===== config.mk =====
export PLATFORM = sky130hd
export DESIGN_NAME = dis_irq_path_cfg
export DESIGN_NICKNAME = d
export VERILOG_FILES = /design/src/hdl/dis_irq_path_cfg.v
export VERILOG_INCLUDE_DIRS = /design/src /design/src/common
export SDC_FILE = /design/constraint.sdc
export NUM_CORES = 1
export LEC_CHECK = 0
export ABC_AREA = 0
export BUFFER_PORTS_ARGS = -buffer_cell sky130_fd_sc_hd__buf_2
export CAP_MARGIN = 25
export CORE_MARGIN = 1
export CORE_UTILIZATION = 47
export CTS_BUF_LIST = sky130_fd_sc_hd__clkbuf_16
export DETAILED_ROUTE_END_ITERATION = 8
export HOLD_SLACK_MARGIN = 0.15
export PLACE_DENSITY = 0.78
export SLEW_MARGIN = 20
export SYNTH_ARGS = -nofsm -noshare
export SYNTH_HDL_FRONTEND = slang
export SYNTH_SLANG_ARGS = --single-unit

===== constraint.sdc =====
create_clock -name clock -period 2.75 [get_ports clock]
set_clock_uncertainty 0.1 [all_clocks]
set_input_delay 0.825 -clock clock [delete_from_list [all_inputs] [get_ports clock]]
set_output_delay 0.825 -clock clock [all_outputs]
set_load 0.005 [all_outputs]

===== src/common/dis_defs.vh =====
// Purpose: offsets, field positions and reset values of the converter
//          status and path configuration registers
// Assumes: byte-wide registers on the serial control port address space
// Notes:   included by its bare name
`ifndef DIS_DEFS_VH
`define DIS_DEFS_VH

// register offsets
`define DIS_ADDR_IRQ_FLAGS          8'h04
`define DIS_ADDR_CARRIER_ENABLES    8'h05
`define DIS_ADDR_PATH_SKIP          8'h06
`define DIS_ADDR_SHAPE_CONST        8'h07

// irq_flags bit positions
`define DIS_BIT_INPUT_CHECK_FAULT   7
`define DIS_BIT_SELF_TEST_FINISHED  6
`define DIS_BIT_UPDATE_REG_SET      5
`define DIS_BIT_UPDATE_REG_CLEARED  4
`define DIS_BIT_HANDOFF_GOOD        3
`define DIS_BIT_HANDOFF_DROPPED     2
`define DIS_BIT_OVERFLOW_CLIP       1

// carrier_enables fields
`define DIS_CARRIER_MSB             3
`define DIS_CARRIER_LSB             0

// path_skip_controls fields
`define DIS_BIT_MAPPER_SKIP         7
`define DIS_BIT_SHAPER_SKIP         6
`define DIS_INTERP_MSB              4
`define DIS_INTERP_LSB              0

// shaping_and_constellation fields
`define DIS_ROLLOFF_MSB             5
`define DIS_ROLLOFF_LSB             4
`define DIS_CONST_MSB               2
`define DIS_CONST_LSB               0
`define DIS_CONST_UNUSED            3'h7

// roll-off alpha in hundredths, one per code
`define DIS_ALPHA_CODE0             8'h0c
`define DIS_ALPHA_CODE1             8'h12
`define DIS_ALPHA_CODE2             8'h0f
`define DIS_ALPHA_CODE3             8'h0d

// reset values
`define DIS_RST_IRQ_FLAGS           7'h00
`define DIS_RST_CARRIER             4'h0
`define DIS_RST_INTERP              5'h00
`define DIS_RST_ROLLOFF             2'h0
`define DIS_RST_CONST               3'h0
`define DIS_RST_BYTE                8'h00

`endif


===== src/hdl/dis_irq_path_cfg.v =====
// Purpose: interrupt status flags and datapath configuration registers
//          of the converter digital engine
// Assumes: register port driven by the serial control port engine, one
//          access per strobe, synchronous to clock
// Notes:   interrupt enable register lives elsewhere and arrives as a mask

`include "dis_defs.vh"

// Behaviour
// - parity error event sets flag bit 7; writing 1 clears it.
// - self-test terminal state sets flag bit 6; writing 1 clears it.
// - update register at 0x24 updated sets flag bit 5; write 1 clears.
// - update register cleared sets flag bit 4; writing 1 clears it.
// - flag bit 3 reads 1 while handoff works; no write clear.
// - loss of correct handoff sets flag bit 2; writing 1 clears it.
// - saturation overflow into 16x interpolator sets bit 1; write 1 clears.
// - each carrier enable bit turns its channel on; 0000 none, 1111 all.
// - bypass bit 7 routes data around the constellation mappers.
// - bypass bit 6 routes data around the shaping filters.
// - each interpolation bypass bit skips the filter of same index.
// - roll-off code picks alpha 0.12, 0.18, 0.15, 0.13.
// - constellation_select code picks constellation; code 111 is unused, never set.
// - enabled raised flag sets its status bit and pulls request low.
module dis_irq_path_cfg (
    // clock, reset, enable
    input  wire       clock,
    input  wire       rst_n,
    input  wire       clockEnable,
    // register port
    input  wire [7:0] regAddr,
    input  wire       regWrite,
    input  wire [7:0] regWriteData,
    input  wire       regRead,
    output reg  [7:0] regReadData,
    // status events from the datapath
    input  wire       parityErrorEvent,
    input  wire       selfTestDoneEvent,
    input  wire       updateRegSetEvent,
    input  wire       updateRegClearEvent,
    input  wire       handoffGood,
    input  wire       handoffLostEvent,
    input  wire       overflowEvent,
    // interrupt enable mask and request
    input  wire [7:0] irqEnableMask,
    output wire       irqRequest_n,
    // datapath configuration
    output reg  [3:0] carrierOnMask,
    output reg        mapperBypass,
    output reg        shaperBypass,
    output reg  [4:0] interpBypass,
    output reg  [1:0] rollOffSelect,
    output reg  [7:0] rollOffAlpha,
    output reg  [2:0] constellationSelect,
    output wire       constellationValid
);

    // sticky flags, bits 7..1 of irq_flags (bit 3 unused here)
    reg  [7:1] stickyFlags;
    reg        handoffGoodFlag;
    reg  [7:1] next_stickyFlags;
    reg  [7:1] eventVector;
    reg  [7:1] clearVector;
    reg  [7:0] flagsView;
    reg  [7:0] next_readData;
    reg  [7:0] next_alpha;

    wire writeFlags  = regWrite && (regAddr == `DIS_ADDR_IRQ_FLAGS);
    wire writeCarier = regWrite && (regAddr == `DIS_ADDR_CARRIER_ENABLES);
    wire writeSkip   = regWrite && (regAddr == `DIS_ADDR_PATH_SKIP);
    wire writeShape  = regWrite && (regAddr == `DIS_ADDR_SHAPE_CONST);

    // gather the enabled events into flag positions
    always @* begin
        eventVector = 7'h00;
        eventVector[`DIS_BIT_INPUT_CHECK_FAULT]  = parityErrorEvent &
            irqEnableMask[`DIS_BIT_INPUT_CHECK_FAULT];
        eventVector[`DIS_BIT_SELF_TEST_FINISHED] = selfTestDoneEvent &
            irqEnableMask[`DIS_BIT_SELF_TEST_FINISHED];
        eventVector[`DIS_BIT_UPDATE_REG_SET]     = updateRegSetEvent &
            irqEnableMask[`DIS_BIT_UPDATE_REG_SET];
        eventVector[`DIS_BIT_UPDATE_REG_CLEARED] = updateRegClearEvent &
            irqEnableMask[`DIS_BIT_UPDATE_REG_CLEARED];
        eventVector[`DIS_BIT_HANDOFF_DROPPED]    = handoffLostEvent &
            irqEnableMask[`DIS_BIT_HANDOFF_DROPPED];
        eventVector[`DIS_BIT_OVERFLOW_CLIP]      = overflowEvent &
            irqEnableMask[`DIS_BIT_OVERFLOW_CLIP];
    end

    // write-one-to-clear mask; bit 3 has no clear and is a live level
    always @* begin
        clearVector = 7'h00;
        if (writeFlags) begin
            clearVector = regWriteData[7:1];
        end
        clearVector[`DIS_BIT_HANDOFF_GOOD] = 1'b0;
    end

    // set wins over a clear landing in the same cycle
    always @* begin
        next_stickyFlags = (stickyFlags & ~clearVector) | eventVector;
        next_stickyFlags[`DIS_BIT_HANDOFF_GOOD] = 1'b0;
    end

    // flag register and live handoff level
    always @(posedge clock) begin
        if (!rst_n) begin
            stickyFlags     <= `DIS_RST_IRQ_FLAGS;
            handoffGoodFlag <= 1'b0;
        end else if (clockEnable) begin
            stickyFlags     <= next_stickyFlags;
            handoffGoodFlag <= handoffGood &
                irqEnableMask[`DIS_BIT_HANDOFF_GOOD];
        end
    end

    // assembled read view of irq_flags; bit 0 reserved
    always @* begin
        flagsView = {stickyFlags, 1'b0};
        flagsView[`DIS_BIT_HANDOFF_GOOD] = handoffGoodFlag;
    end

    // request low while any flag bit stands
    assign irqRequest_n = ~(|flagsView);

    // carrier enable register, low nibble only
    always @(posedge clock) begin
        if (!rst_n) begin
            carrierOnMask <= `DIS_RST_CARRIER;
        end else if (clockEnable && writeCarier) begin
            carrierOnMask <=
                regWriteData[`DIS_CARRIER_MSB:`DIS_CARRIER_LSB];
        end
    end

    // bypass register, bit 5 is reserved and dropped
    always @(posedge clock) begin
        if (!rst_n) begin
            mapperBypass <= 1'b0;
            shaperBypass <= 1'b0;
            interpBypass <= `DIS_RST_INTERP;
        end else if (clockEnable && writeSkip) begin
            mapperBypass <= regWriteData[`DIS_BIT_MAPPER_SKIP];
            shaperBypass <= regWriteData[`DIS_BIT_SHAPER_SKIP];
            interpBypass <=
                regWriteData[`DIS_INTERP_MSB:`DIS_INTERP_LSB];
        end
    end

    // alpha in hundredths for the roll-off code
    always @* begin
        case (regWriteData[`DIS_ROLLOFF_MSB:`DIS_ROLLOFF_LSB])
            2'h0: next_alpha = `DIS_ALPHA_CODE0;
            2'h1: next_alpha = `DIS_ALPHA_CODE1;
            2'h2: next_alpha = `DIS_ALPHA_CODE2;
            default: next_alpha = `DIS_ALPHA_CODE3;
        endcase
    end

    // shaping and constellation register; the unused code is refused
    always @(posedge clock) begin
        if (!rst_n) begin
            rollOffSelect       <= `DIS_RST_ROLLOFF;
            rollOffAlpha        <= `DIS_ALPHA_CODE0;
            constellationSelect <= `DIS_RST_CONST;
        end else if (clockEnable && writeShape) begin
            rollOffSelect <=
                regWriteData[`DIS_ROLLOFF_MSB:`DIS_ROLLOFF_LSB];
            rollOffAlpha  <= next_alpha;
            if (regWriteData[`DIS_CONST_MSB:`DIS_CONST_LSB] != `DIS_CONST_UNUSED) begin
                constellationSelect <=
                    regWriteData[`DIS_CONST_MSB:`DIS_CONST_LSB];
            end
        end
    end

    // constellation_select code always holds a defined constellation
    assign constellationValid = (constellationSelect != `DIS_CONST_UNUSED);

    // read multiplexer; unmapped offsets read zero
    always @* begin
        if (regAddr == `DIS_ADDR_IRQ_FLAGS) begin
            next_readData = flagsView;
        end else if (regAddr == `DIS_ADDR_CARRIER_ENABLES) begin
            next_readData = {4'h0, carrierOnMask};
        end else if (regAddr == `DIS_ADDR_PATH_SKIP) begin
            next_readData = {mapperBypass, shaperBypass, 1'b0, interpBypass};
        end else if (regAddr == `DIS_ADDR_SHAPE_CONST) begin
            next_readData = {2'h0, rollOffSelect, 1'b0, constellationSelect};
        end else begin
            next_readData = `DIS_RST_BYTE;
        end
    end

    // read data is captured on the read strobe and held
    always @(posedge clock) begin
        if (!rst_n) begin
            regReadData <= `DIS_RST_BYTE;
        end else if (clockEnable && regRead) begin
            regReadData <= next_readData;
        end
    end

endmodule // dis_irq_path_cfg


==> flow_metrics.py, run 1 <==
metrics = {
    "sta": {
        "tns_ns": 0,
        "worst_slew_margin_rel_pct": 49.6,
        "worst-slew-pin-transition_ns": 0.755,
        "final_hold_viol_count": 0,
        "slew_viol_final": 0,
        "post-route-min-period_ns": 2.43,
        "final_setup_violation_count": 0,
        "post-route-worst-setup-slack_ns": 0.317,
        "unrepaired_setup_endpoints_after_global_routing": "false",
        "achievable-frequency_ghz": 0.411,
        "fin_crit_sh_pct": 88.5,
    },
    "worst_setup_path": {
        "setup.worst_path.end_class": "output port",
        "critPathKind": "flip-flop to output port",
        "cpPeakStageDelay_ns": 0.52,
        "timing.rr.end": "regReadData[2]$_SDFFE_PN0P_",
        "cp_cell_sequence": "or4_1, nor4_1, buf_2",
        "timing.critical_path.from_type": "flip-flop",
        "timing.critical_path.fanout_max": 3,
        "setup.reg_to_reg.worst_slack_ns": 1.28,
        "cp.arrival_ns": 1.51,
        "critPathRequiredTime_ns": 1.83,
        "critical_path.reg2reg.startpoint": "carrierOnMask[2]$_SDFFE_PN0P_",
        "slowest_stage_cell_cp": "sky130_fd_sc_hd__or4_1",
        "r2r_worst_path_depth": 3,
    },
    "detailed_routing": {
        "totalWireLength_mm": 4.29,
        "dr_total_vias": 1609,
        "firstDrtPassIters": 4,
        "vias_per_cell": 5.51,
        "post-route-drc-count": 0,
        "detailedRoute.firstIterationViolations": 67,
        "antenna_left": 0,
        "wire_length_per_cell_after_detailed_routing_um": 14.7,
    },
    "run": {
        "maxCapViolations": 0,
    },
    "final_layout": {
        "layout-drive-gt1-share_pct": 31.0,
        "fillCellCount": 288,
        "multi_input_gate_area_in_the_final_layout_um2": 823,
        "synthToLayoutAreaGrowth_pct": 28.9,
        "ant_cells": 0,
        "layout.nets": 287,
        "seq_area_um2": 701,
        "finalNonFillerCells": 292,
        "post-route-util_pct": 66.0,
    },
    "global_route": {
        "first_global_vias": 1474,
        "grt_remaining_overflow": 0,
        "antenna_violations_before_repair": 0,
        "grt_start_max_net_pins": 25,
        "grt_usage_pct": 25.6,
        "grt_first_pass_wirelength_mm": 6.69,
    },
    "floorplanning": {
        "io_pins": 70,
        "rows": 20,
        "horiz_die_dim_um": 60.8,
        "core_ar_mm2": 0.00318,
        "fp.dieH_um": 60.8,
        "die_area_mm2": 0.00370,
        "initial_utilization_pct": 51.2,
    },
    "clock_network": {
        "post_cts_resized": 0,
        "root_buffer": "sky130_fd_sc_hd__clkbuf_16",
        "cts.sink_count": 35,
        "ctsLongestPathBuffers": 2,
        "postCtsHoldBufs": 0,
        "clkLatencyLatePin_ns": 0.28,
        "post-cts-setup-buffers": 0,
        "tritoncts": "done",
        "total_clock_buffers_created_by_cts": 5,
        "clk_pin_slew_worst_paths_ns": 0.05,
        "htree_num_levels": 2,
    },
    "synth": {
        "post_synth.cell_area_avg_um2": 8.79,
        "synth_edf_count": 0,
        "yosysTopAreaCell": "sky130_fd_sc_hd__dfxtp_1",
        "post_synth_num_cell_types": 36,
        "async_flop_share_pct": 0,
        "synth.area.top_cells": "sky130_fd_sc_hd__dfxtp_1 43%, sky130_fd_sc_hd__nand3_1 5.5%, sky130_fd_sc_hd__a21oi_1 5.2%",
        "synth.top_cell.area_share_pct": 43.1,
        "netlist_instances": 185,
        "most_used_flip_flop_cell_after_synthesis": "sky130_fd_sc_hd__dfxtp_1",
        "synthesis.yosys.warnings": 0,
        "synth-seq-area-share_pct": 43.1,
        "ys_ff_latch": 35,
        "synth.cell_area_mm2": 0.00163,
    },
    "run_status": {
        "outcome": "finished, final reports clean",
    },
    "placed_design": {
        "gp_congestion": 0.828,
        "post-dp-hpwl_mm": 2.97,
        "port_buffers": 65,
        "placed_cells_incl_taps": 284,
        "place_worst_setup_slack_ns": 0.181,
    },
    "worst_hold_path": {
        "worst_hold_path_type": "flip-flop to flip-flop",
        "holdPathEnd": "rollOffAlpha[1]$_SDFFE_PN0P_",
        "hold_start": "rollOffAlpha[1]$_SDFFE_PN0P_",
        "hold_depth": 2,
    },
    "power_and_ir_drop": {
        "p_leak_uw": 0.000945,
        "vdd_ir_drop_max_v": 0.000316,
        "power_per_cell_area_mw_per_mm2": 544,
    },
}
## cell usage in the layout, fill, tap and decap left out, types with 2 or more instances in the layout
cell,synthesis,routed
sky130_fd_sc_hd__clkbuf_16,0,5
sky130_fd_sc_hd__o31ai_1,5,5
sky130_fd_sc_hd__buf_4,4,4
sky130_fd_sc_hd__or4_1,4,4
sky130_fd_sc_hd__clkinv_1,0,2
sky130_fd_sc_hd__a32oi_1,6,6
sky130_fd_sc_hd__nand2b_1,5,5
sky130_fd_sc_hd__inv_1,7,8
sky130_fd_sc_hd__nor2_1,8,8
sky130_fd_sc_hd__nand4b_1,3,3
sky130_fd_sc_hd__nand3_1,18,18
sky130_fd_sc_hd__a21oi_1,17,17
sky130_fd_sc_hd__mux2i_1,8,8
sky130_fd_sc_hd__nor4_1,2,2
sky130_fd_sc_hd__a31oi_1,2,2
sky130_fd_sc_hd__nand4_1,2,2
sky130_fd_sc_hd__conb_1,1,3
sky130_fd_sc_hd__dfxtp_1,35,35
sky130_fd_sc_hd__nor2b_1,2,2
sky130_fd_sc_hd__nand2_1,6,6
sky130_fd_sc_hd__o22ai_1,2,2
sky130_fd_sc_hd__o21ai_0,14,14
sky130_fd_sc_hd__buf_2,1,65
sky130_fd_sc_hd__nor3_1,2,2
sky130_fd_sc_hd__o221a_1,3,3
sky130_fd_sc_hd__ha_1,4,4
sky130_fd_sc_hd__and2_1,4,4
## where the power goes
part | internal (µW) | total [µW] | switching [µW]
clock | 325 | 524 | 199
combinational | 39.7 | 95.1 | 55.4
sequential | 517 | 522 | 5.73
total | 882 | 1140 | 260
## through the flow
step                      hold slack (ns)  cell area, µm²  total power, µW
after floorplan                     0.353            1630              580
after global placement              0.345            1960              625
after detailed placement            0.348            1960              626
after CTS                           0.355            2100             1140
after global routing                0.381            2100             1180
final                               0.353            2100             1140
## cell type report
class / instances / share of cell area, %
Clock buffer: 5 / 5.97
Clock inverter: 3 / 0.537
Inverter: 7 / 1.25
Multi-Input combinational cell: 129 / 39.3
Sequential cell: 35 / 33.4
Tap cell: 44 / 2.63
Timing Repair Buffer: 69 / 16.9
## registers in the layout (all words and copies together), names as in the netlist
| name | cells |
|---|---|
| regReadData | 8 |
| stickyFlags | 6 |
| interpBypass | 5 |
| carrierOnMask | 4 |
| rollOffAlpha | 4 |
| constellationSelect | 3 |
| rollOffSelect | 2 |
| handoffGoodFlag | 1 |
| mapperBypass | 1 |
| shaperBypass | 1 |
## per-layer routing
metal  GRT usage (%)  part of all wire, %  vias up
li1                -                    -      795
met1            32.0                   45      733
met2            40.3                   47       69
met3            5.76                  5.6       12
met4            15.6                  2.8        0
met5               0                    0        -
## synth_stat cells, drive strengths merged (5+ instances only)
master   n
a21oi   17
a32oi    6
and2     5
buf      6
clkbuf  10
dfxtp   35
inv      7
mux2i    8
nand2    6
nand2b   5
nand3   18
nor2     8
o21ai   14
o31ai    5
or4      5
## logic make-up after synthesis
group | Yosys count | share of synthesized area, %
compound gates | 50 | 19.2
fa+ha+maj | 4 | 3.08
buf+inv | 23 | 6.77
flops | 35 | 43.1
mux | 9 | 5.62
other cells | 1 | 0.231
simple gates | 63 | 22.1
## worst max-delay path, delay by kind of cell (launching register included)
| family | cells | cell delay [ns] |
|---|---|---|
| and+or+nand+nor | 2 | 0.73 |
| DFF | 1 | 0.33 |
| buffers and inverters | 1 | 0.17 |
## worst max path at each step
stage / startpoint / to / cells after the start
2_1_floorplan: regAddr[5] / constellationSelect[0]$_SDFFE_PN0P_ / 5
3_3_place_gp: regAddr[5] / rollOffAlpha[1]$_SDFFE_PN0P_ / 6
3_5_place_dp: regAddr[5] / rollOffAlpha[1]$_SDFFE_PN0P_ / 6
4_1_cts: stickyFlags[5]$_SDFFE_PN0P_ / irqRequest_n / 3
5_1_grt: stickyFlags[5]$_SDFFE_PN0P_ / irqRequest_n / 3
6_report: stickyFlags[5]$_SDFFE_PN0P_ / irqRequest_n / 3
Power figures use the tool's default switching activity.
==> run 2, diff against run 1 <==
--- a/config.mk
+++ b/config.mk
@@ -14,7 +14,7 @@
 export CTS_BUF_LIST = sky130_fd_sc_hd__clkbuf_16
 export DETAILED_ROUTE_END_ITERATION = 8
 export HOLD_SLACK_MARGIN = 0.15
-export PLACE_DENSITY = 0.78
+export PLACE_DENSITY_LB_ADDON = 0.25
 export SLEW_MARGIN = 20
 export SYNTH_ARGS = -nofsm -noshare
 export SYNTH_HDL_FRONTEND = slang
==> flow_metrics.py, run 2 (synthesized netlist as in run 1, its figures left out) <==
metrics = {
    "detailed_routing": {
        "totalWireLength_mm": 4.15,
        "antenna_left": 0,
        "detailedRoute.firstIterationViolations": 92,
        "dr_total_vias": 1616,
        "vias_per_cell": 5.53,
        "post-route-drc-count": 0,
        "firstDrtPassIters": 4,
        "wire_length_per_cell_after_detailed_routing_um": 14.2,
    },
    "worst_setup_path": {
        "r2r_worst_path_depth": 3,
        "critPathKind": "flip-flop to output port",
        "cp.arrival_ns": 1.48,
        "cpLargestDelayFamily": "simple AND/OR/NAND/NOR gates",
        "timing.critical_path.from_type": "flip-flop",
        "setup.reg_to_reg.worst_slack_ns": 1.27,
        "timing.critical_path.fanout_max": 3,
        "cp_cell_sequence": "or4_1, nor4_1, buf_2",
        "setup.worst_path.end_class": "output port",
        "slowest_stage_cell_cp": "sky130_fd_sc_hd__or4_1",
        "worst-path-buf-inv": 1,
        "critPathRequiredTime_ns": 1.83,
        "timing.rr.end": "regReadData[2]$_SDFFE_PN0P_",
        "cpPeakStageDelay_ns": 0.51,
        "critical_path.reg2reg.startpoint": "carrierOnMask[2]$_SDFFE_PN0P_",
    },
    "sta": {
        "final_setup_violation_count": 0,
        "slew_viol_final": 0,
        "final_hold_viol_count": 0,
        "achievable-frequency_ghz": 0.416,
        "minimum_hold_slack_ns": 0.356,
        "fin_crit_sh_pct": 87.4,
        "worst_slew_margin_rel_pct": 48.0,
        "unrepaired_setup_endpoints_after_global_routing": "false",
        "tns_ns": 0,
        "worst-slew-pin-transition_ns": 0.780,
        "post-route-min-period_ns": 2.40,
    },
    "global_route": {
        "grt_usage_pct": 25.2,
        "grt_first_pass_wirelength_mm": 6.50,
        "global_route.usage.met1_pct": 32.4,
        "grt_remaining_overflow": 0,
        "first_global_vias": 1424,
        "grt_start_max_net_pins": 25,
        "grt.busiest_layer": "met2",
        "met3_usage_pct": 9.38,
        "antenna_violations_before_repair": 0,
        "gr-usage-met2_pct": 38.3,
    },
    "power_and_ir_drop": {
        "clkPwrFrac_pct": 45.9,
        "sequential_cell_fraction_of_total_power_pct": 45.8,
        "report.power.total_uw": 1140,
        "pwr-share-comb_pct": 8.3,
        "power_per_cell_area_mw_per_mm2": 543,
        "p_sw_share_pct": 22.6,
        "vdd_ir_drop_max_v": 0.000441,
        "cell_internal_pwr_uw": 883,
        "net-switching-power_uw": 257,
        "p_leak_uw": 0.000951,
    },
    "final_layout": {
        "finalNonFillerCells": 292,
        "registers_with_the_highest_flip_flop_counts": "regReadData (8), stickyFlags (6), interpBypass (5)",
        "most_frequent_cells_in_the_layout": "65 x sky130_fd_sc_hd__buf_2, 35 x sky130_fd_sc_hd__dfxtp_1, 18 x sky130_fd_sc_hd__nand3_1",
        "mostFrequentLayoutCell": "sky130_fd_sc_hd__buf_2",
        "fillCellCount": 305,
        "layout-drive-gt1-share_pct": 31.5,
        "ant_cells": 0,
        "post-route-cell-area_mm2": 0.00210,
        "largest_register_ffs": 8,
        "synthToLayoutAreaGrowth_pct": 29.0,
        "layout.nets": 287,
        "largest_register": "regReadData",
    },
    "clock_network": {
        "clk_pin_slew_worst_paths_ns": 0.05,
        "clkLatencyLatePin_ns": 0.28,
        "tritoncts": "done",
        "post-cts-setup-buffers": 0,
        "root_buffer": "sky130_fd_sc_hd__clkbuf_16",
        "cts.sink_count": 35,
        "htree_num_levels": 2,
        "ctsLongestPathBuffers": 2,
        "post_cts_resized": 0,
        "postCtsHoldBufs": 0,
        "total_clock_buffers_created_by_cts": 5,
    },
    "floorplanning": {
        "rows": 20,
        "horiz_die_dim_um": 60.8,
        "fp.dieH_um": 60.8,
        "core_ar_mm2": 0.00318,
        "io_pins": 70,
        "die_area_mm2": 0.00370,
        "initial_utilization_pct": 51.2,
    },
    "placed_design": {
        "port_buffers": 65,
        "post-dp-hpwl_mm": 2.98,
        "gp_congestion": 0.775,
        "placed_cells_incl_taps": 284,
        "placed_area_mm2": 0.00196,
    },
    "worst_hold_path": {
        "worst_hold_path_type": "flip-flop to flip-flop",
        "holdPathEnd": "rollOffAlpha[1]$_SDFFE_PN0P_",
        "hold_start": "rollOffAlpha[1]$_SDFFE_PN0P_",
        "hold_depth": 2,
    },
    "run": {
        "maxCapViolations": 0,
    },
    "run_status": {
        "outcome": "finished, final reports clean",
    },
}
==> run 2: worst max-delay path by stage <==
stage,cells after the start,startpoint,slack [ns],to
finish,3,stickyFlags[5]$_SDFFE_PN0P_,0.35,irqRequest_n
floorplan,5,regAddr[5],0.32,constellationSelect[0]$_SDFFE_PN0P_
CTS,3,stickyFlags[5]$_SDFFE_PN0P_,0.34,irqRequest_n
global route,3,stickyFlags[5]$_SDFFE_PN0P_,0.25,irqRequest_n
detailed placement,6,regAddr[5],0.19,rollOffAlpha[1]$_SDFFE_PN0P_
global placement,6,regAddr[5],0.21,rollOffAlpha[1]$_SDFFE_PN0P_
==> run 2: tightest hold or removal path, cell delays in order, from the launching register on <==
cell and delay (ns):
sky130_fd_sc_hd__dfxtp_1 0.30, sky130_fd_sc_hd__nand2_1 0.05, sky130_fd_sc_hd__a21oi_1 0.05
==> run 2: stage by stage <==
step | worst slack [ns] | utilization, %
finish | 0.347 | 66.0
global route | 0.250 | 66.0
CTS | 0.341 | 66.0
detailed placement | 0.195 | 61.7
global placement | 0.208 | 61.7
floorplan | 0.319 | -
==> run 2: layout make-up <==
class                      instances  area (µm²)  area share, %
clock buffer                       5         125           5.96
clock inverter                     3        12.5          0.596
inverter                           7        26.3           1.25
multi-input combinational        129         823           39.2
sequential                        35         701           33.4
tap                               44        55.1           2.62
timing repair buffer              69         355           16.9
==> run 2: power groups by stage <==
stage | logic [µW] | registers (µW) | clock network [µW]
5_1_grt | 107 | 522 | 556
2_1_floorplan | 48.6 | 531 | 0
4_1_cts | 95.0 | 522 | 535
3_5_place_dp | 94.2 | 532 | 0
3_3_place_gp | 92.0 | 532 | 0
6_report | 95.1 | 522 | 523
==> run 2: routing by layer <==
layer	wire [µm]	vias up
li1	-	792
met5	0	-
met4	68	0
met1	1910	764
met2	1910	53
met3	255	7
==> run 3, diff against run 2 <==
==> constraint.sdc (replaced) <==
create_clock -name clock -period 2.4 [get_ports clock]
set_clock_uncertainty 0.1 [all_clocks]
set_input_delay 0.72 -clock clock [delete_from_list [all_inputs] [get_ports clock]]
set_output_delay 0.72 -clock clock [all_outputs]
set_load 0.005 [all_outputs]
==> flow_metrics.py, run 3 (synthesized netlist as in run 1, its figures left out) <==
metrics = {
    "run_status": {
        "outcome": "finished, final reports clean",
    },
    "detailed_routing": {
        "antenna_left": 0,
        "post-route-drc-count": 0,
        "wire_length_per_cell_after_detailed_routing_um": 14.1,
        "totalWireLength_mm": 4.16,
        "detailedRoute.firstIterationViolations": 86,
        "vias_per_cell": 5.61,
        "firstDrtPassIters": 4,
        "dr_total_vias": 1655,
    },
    "placed_design": {
        "place_worst_setup_slack_ns": -0.0618,
        "port_buffers": 65,
        "gp_congestion": 0.800,
        "placed_area_mm2": 0.00200,
        "post-dp-hpwl_mm": 3.00,
    },
    "floorplanning": {
        "core_ar_mm2": 0.00318,
        "io_pins": 70,
        "rows": 20,
        "horiz_die_dim_um": 60.8,
        "die_area_mm2": 0.00370,
        "fp.dieH_um": 60.8,
        "initial_utilization_pct": 51.2,
    },
    "clock_network": {
        "tritoncts": "done",
        "postCtsHoldBufs": 0,
        "clkLatencyLatePin_ns": 0.27,
        "ctsLongestPathBuffers": 2,
        "post-cts-setup-buffers": 0,
        "htree_num_levels": 2,
        "clk_pin_slew_worst_paths_ns": 0.05,
        "post_cts_resized": 0,
        "root_buffer": "sky130_fd_sc_hd__clkbuf_16",
        "total_clock_buffers_created_by_cts": 5,
        "cts.sink_count": 35,
    },
    "worst_setup_path": {
        "cpPeakStageDelay_ns": 0.52,
        "worst-path-buf-inv": 1,
        "timing.critical_path.fanout_max": 3,
        "cp_cell_sequence": "or4_1, nor4_1, buf_2",
        "critPathKind": "flip-flop to output port",
        "cp.arrival_ns": 1.53,
        "slowest_stage_cell_cp": "sky130_fd_sc_hd__or4_1",
        "cpLargestDelayFamily": "simple AND/OR/NAND/NOR gates",
        "critPathRequiredTime_ns": 1.58,
        "timing.critical_path.from_type": "flip-flop",
        "setup.worst_path.end_class": "output port",
    },
    "final_layout": {
        "layout.nets": 292,
        "post-route-cell-area_mm2": 0.00213,
        "fillCellCount": 291,
        "mostFrequentLayoutCell": "sky130_fd_sc_hd__buf_2",
        "largest_register": "regReadData",
        "most_frequent_cells_in_the_layout": "65 x sky130_fd_sc_hd__buf_2, 35 x sky130_fd_sc_hd__dfxtp_1, 18 x sky130_fd_sc_hd__nand3_1",
        "ant_cells": 0,
        "largest_register_ffs": 8,
        "layout-drive-gt1-share_pct": 32.7,
        "synthToLayoutAreaGrowth_pct": 30.8,
        "registers_with_the_highest_flip_flop_counts": "regReadData (8), stickyFlags (6), interpBypass (5)",
    },
    "global_route": {
        "first_global_vias": 1499,
        "grt.busiest_layer": "met2",
        "global_route.usage.met1_pct": 30.1,
        "grt_usage_pct": 24.4,
        "grt_remaining_overflow": 0,
        "met3_usage_pct": 5.97,
        "grt_first_pass_wirelength_mm": 6.55,
        "grt_start_max_net_pins": 25,
        "gr-usage-met2_pct": 40.7,
        "antenna_violations_before_repair": 0,
    },
    "sta": {
        "worst-slew-pin-transition_ns": 0.756,
        "post-route-min-period_ns": 2.35,
        "worst_slew_margin_rel_pct": 49.5,
        "final_hold_viol_count": 0,
        "final_setup_violation_count": 0,
        "slew_viol_final": 0,
        "achievable-frequency_ghz": 0.426,
        "fin_crit_sh_pct": 97.9,
        "unrepaired_setup_endpoints_after_global_routing": "false",
        "post-route-worst-setup-slack_ns": 0.0516,
    },
    "power_and_ir_drop": {
        "p_sw_share_pct": 21.9,
        "pwr-share-comb_pct": 8.7,
        "sequential_cell_fraction_of_total_power_pct": 46.4,
        "p_leak_uw": 0.000967,
        "vdd_ir_drop_max_v": 0.000402,
        "clkPwrFrac_pct": 44.9,
        "cell_internal_pwr_uw": 1010,
        "net-switching-power_uw": 283,
        "power_per_cell_area_mw_per_mm2": 607,
    },
    "worst_hold_path": {
        "worst_hold_path_type": "flip-flop to flip-flop",
    },
    "run": {
        "maxCapViolations": 0,
    },
}
[run 3: path summary, 6_finish.rpt]
check / start / endpoint / slack (ns) / cells past startpoint
max: stickyFlags[5]$_SDFFE_PN0P_ / irqRequest_n / 0.05 / 3
min: rollOffAlpha[1]$_SDFFE_PN0P_ / rollOffAlpha[1]$_SDFFE_PN0P_ / 0.36 / 2
max reg2reg: carrierOnMask[1]$_SDFFE_PN0P_ / regReadData[1]$_SDFFE_PN0P_ / 0.94 / 3
min reg2reg: rollOffAlpha[1]$_SDFFE_PN0P_ / rollOffAlpha[1]$_SDFFE_PN0P_ / 0.36 / 2
[run 3: area by class of cell]
type	count	area, µm²	area share (%)
Clock buffer	5	125	5.88
Clock inverter	1	3.75	0.176
Inverter	7	26.3	1.24
Multi-Input combinational cell	129	823	38.7
Sequential cell	35	701	32.9
Tap cell	44	55.1	2.59
Timing Repair Buffer	74	393	18.5
[run 3: worst min-delay path: stages (launching register included)]
cell	delay (ns)
sky130_fd_sc_hd__dfxtp_1	0.30
sky130_fd_sc_hd__nand2_1	0.05
sky130_fd_sc_hd__a21oi_1	0.05
[run 3: power groups by stage]
| stage | Clock (µW) | Combinational [µW] | Sequential [µW] |
|---|---|---|---|
| after floorplan | 0 | 55.6 | 609 |
| after global placement | 0 | 109 | 610 |
| after detailed placement | 0 | 111 | 610 |
| after CTS | 582 | 112 | 598 |
| after global routing | 616 | 127 | 599 |
| final | 580 | 112 | 599 |
[run 3: through the flow]
step	utilization (%)	cells	TNS (ns)	hold slack (ns)	power [µW]
after floorplan	-	187	0	0.353	664
after global placement	62.9	289	-0.0754	0.344	719
after detailed placement	62.9	289	-0.276	0.352	721
after CTS	66.9	295	0	0.359	1290
after global routing	66.9	295	0	0.392	1340
final	66.9	295	0	0.357	1290
[run 3: metal layers]
metal  vias to the layer above  wire, µm
met5                         -         0
met4                         0        45
met3                         6       318
met2                        77      1960
met1                       769      1840
li1                        803         -
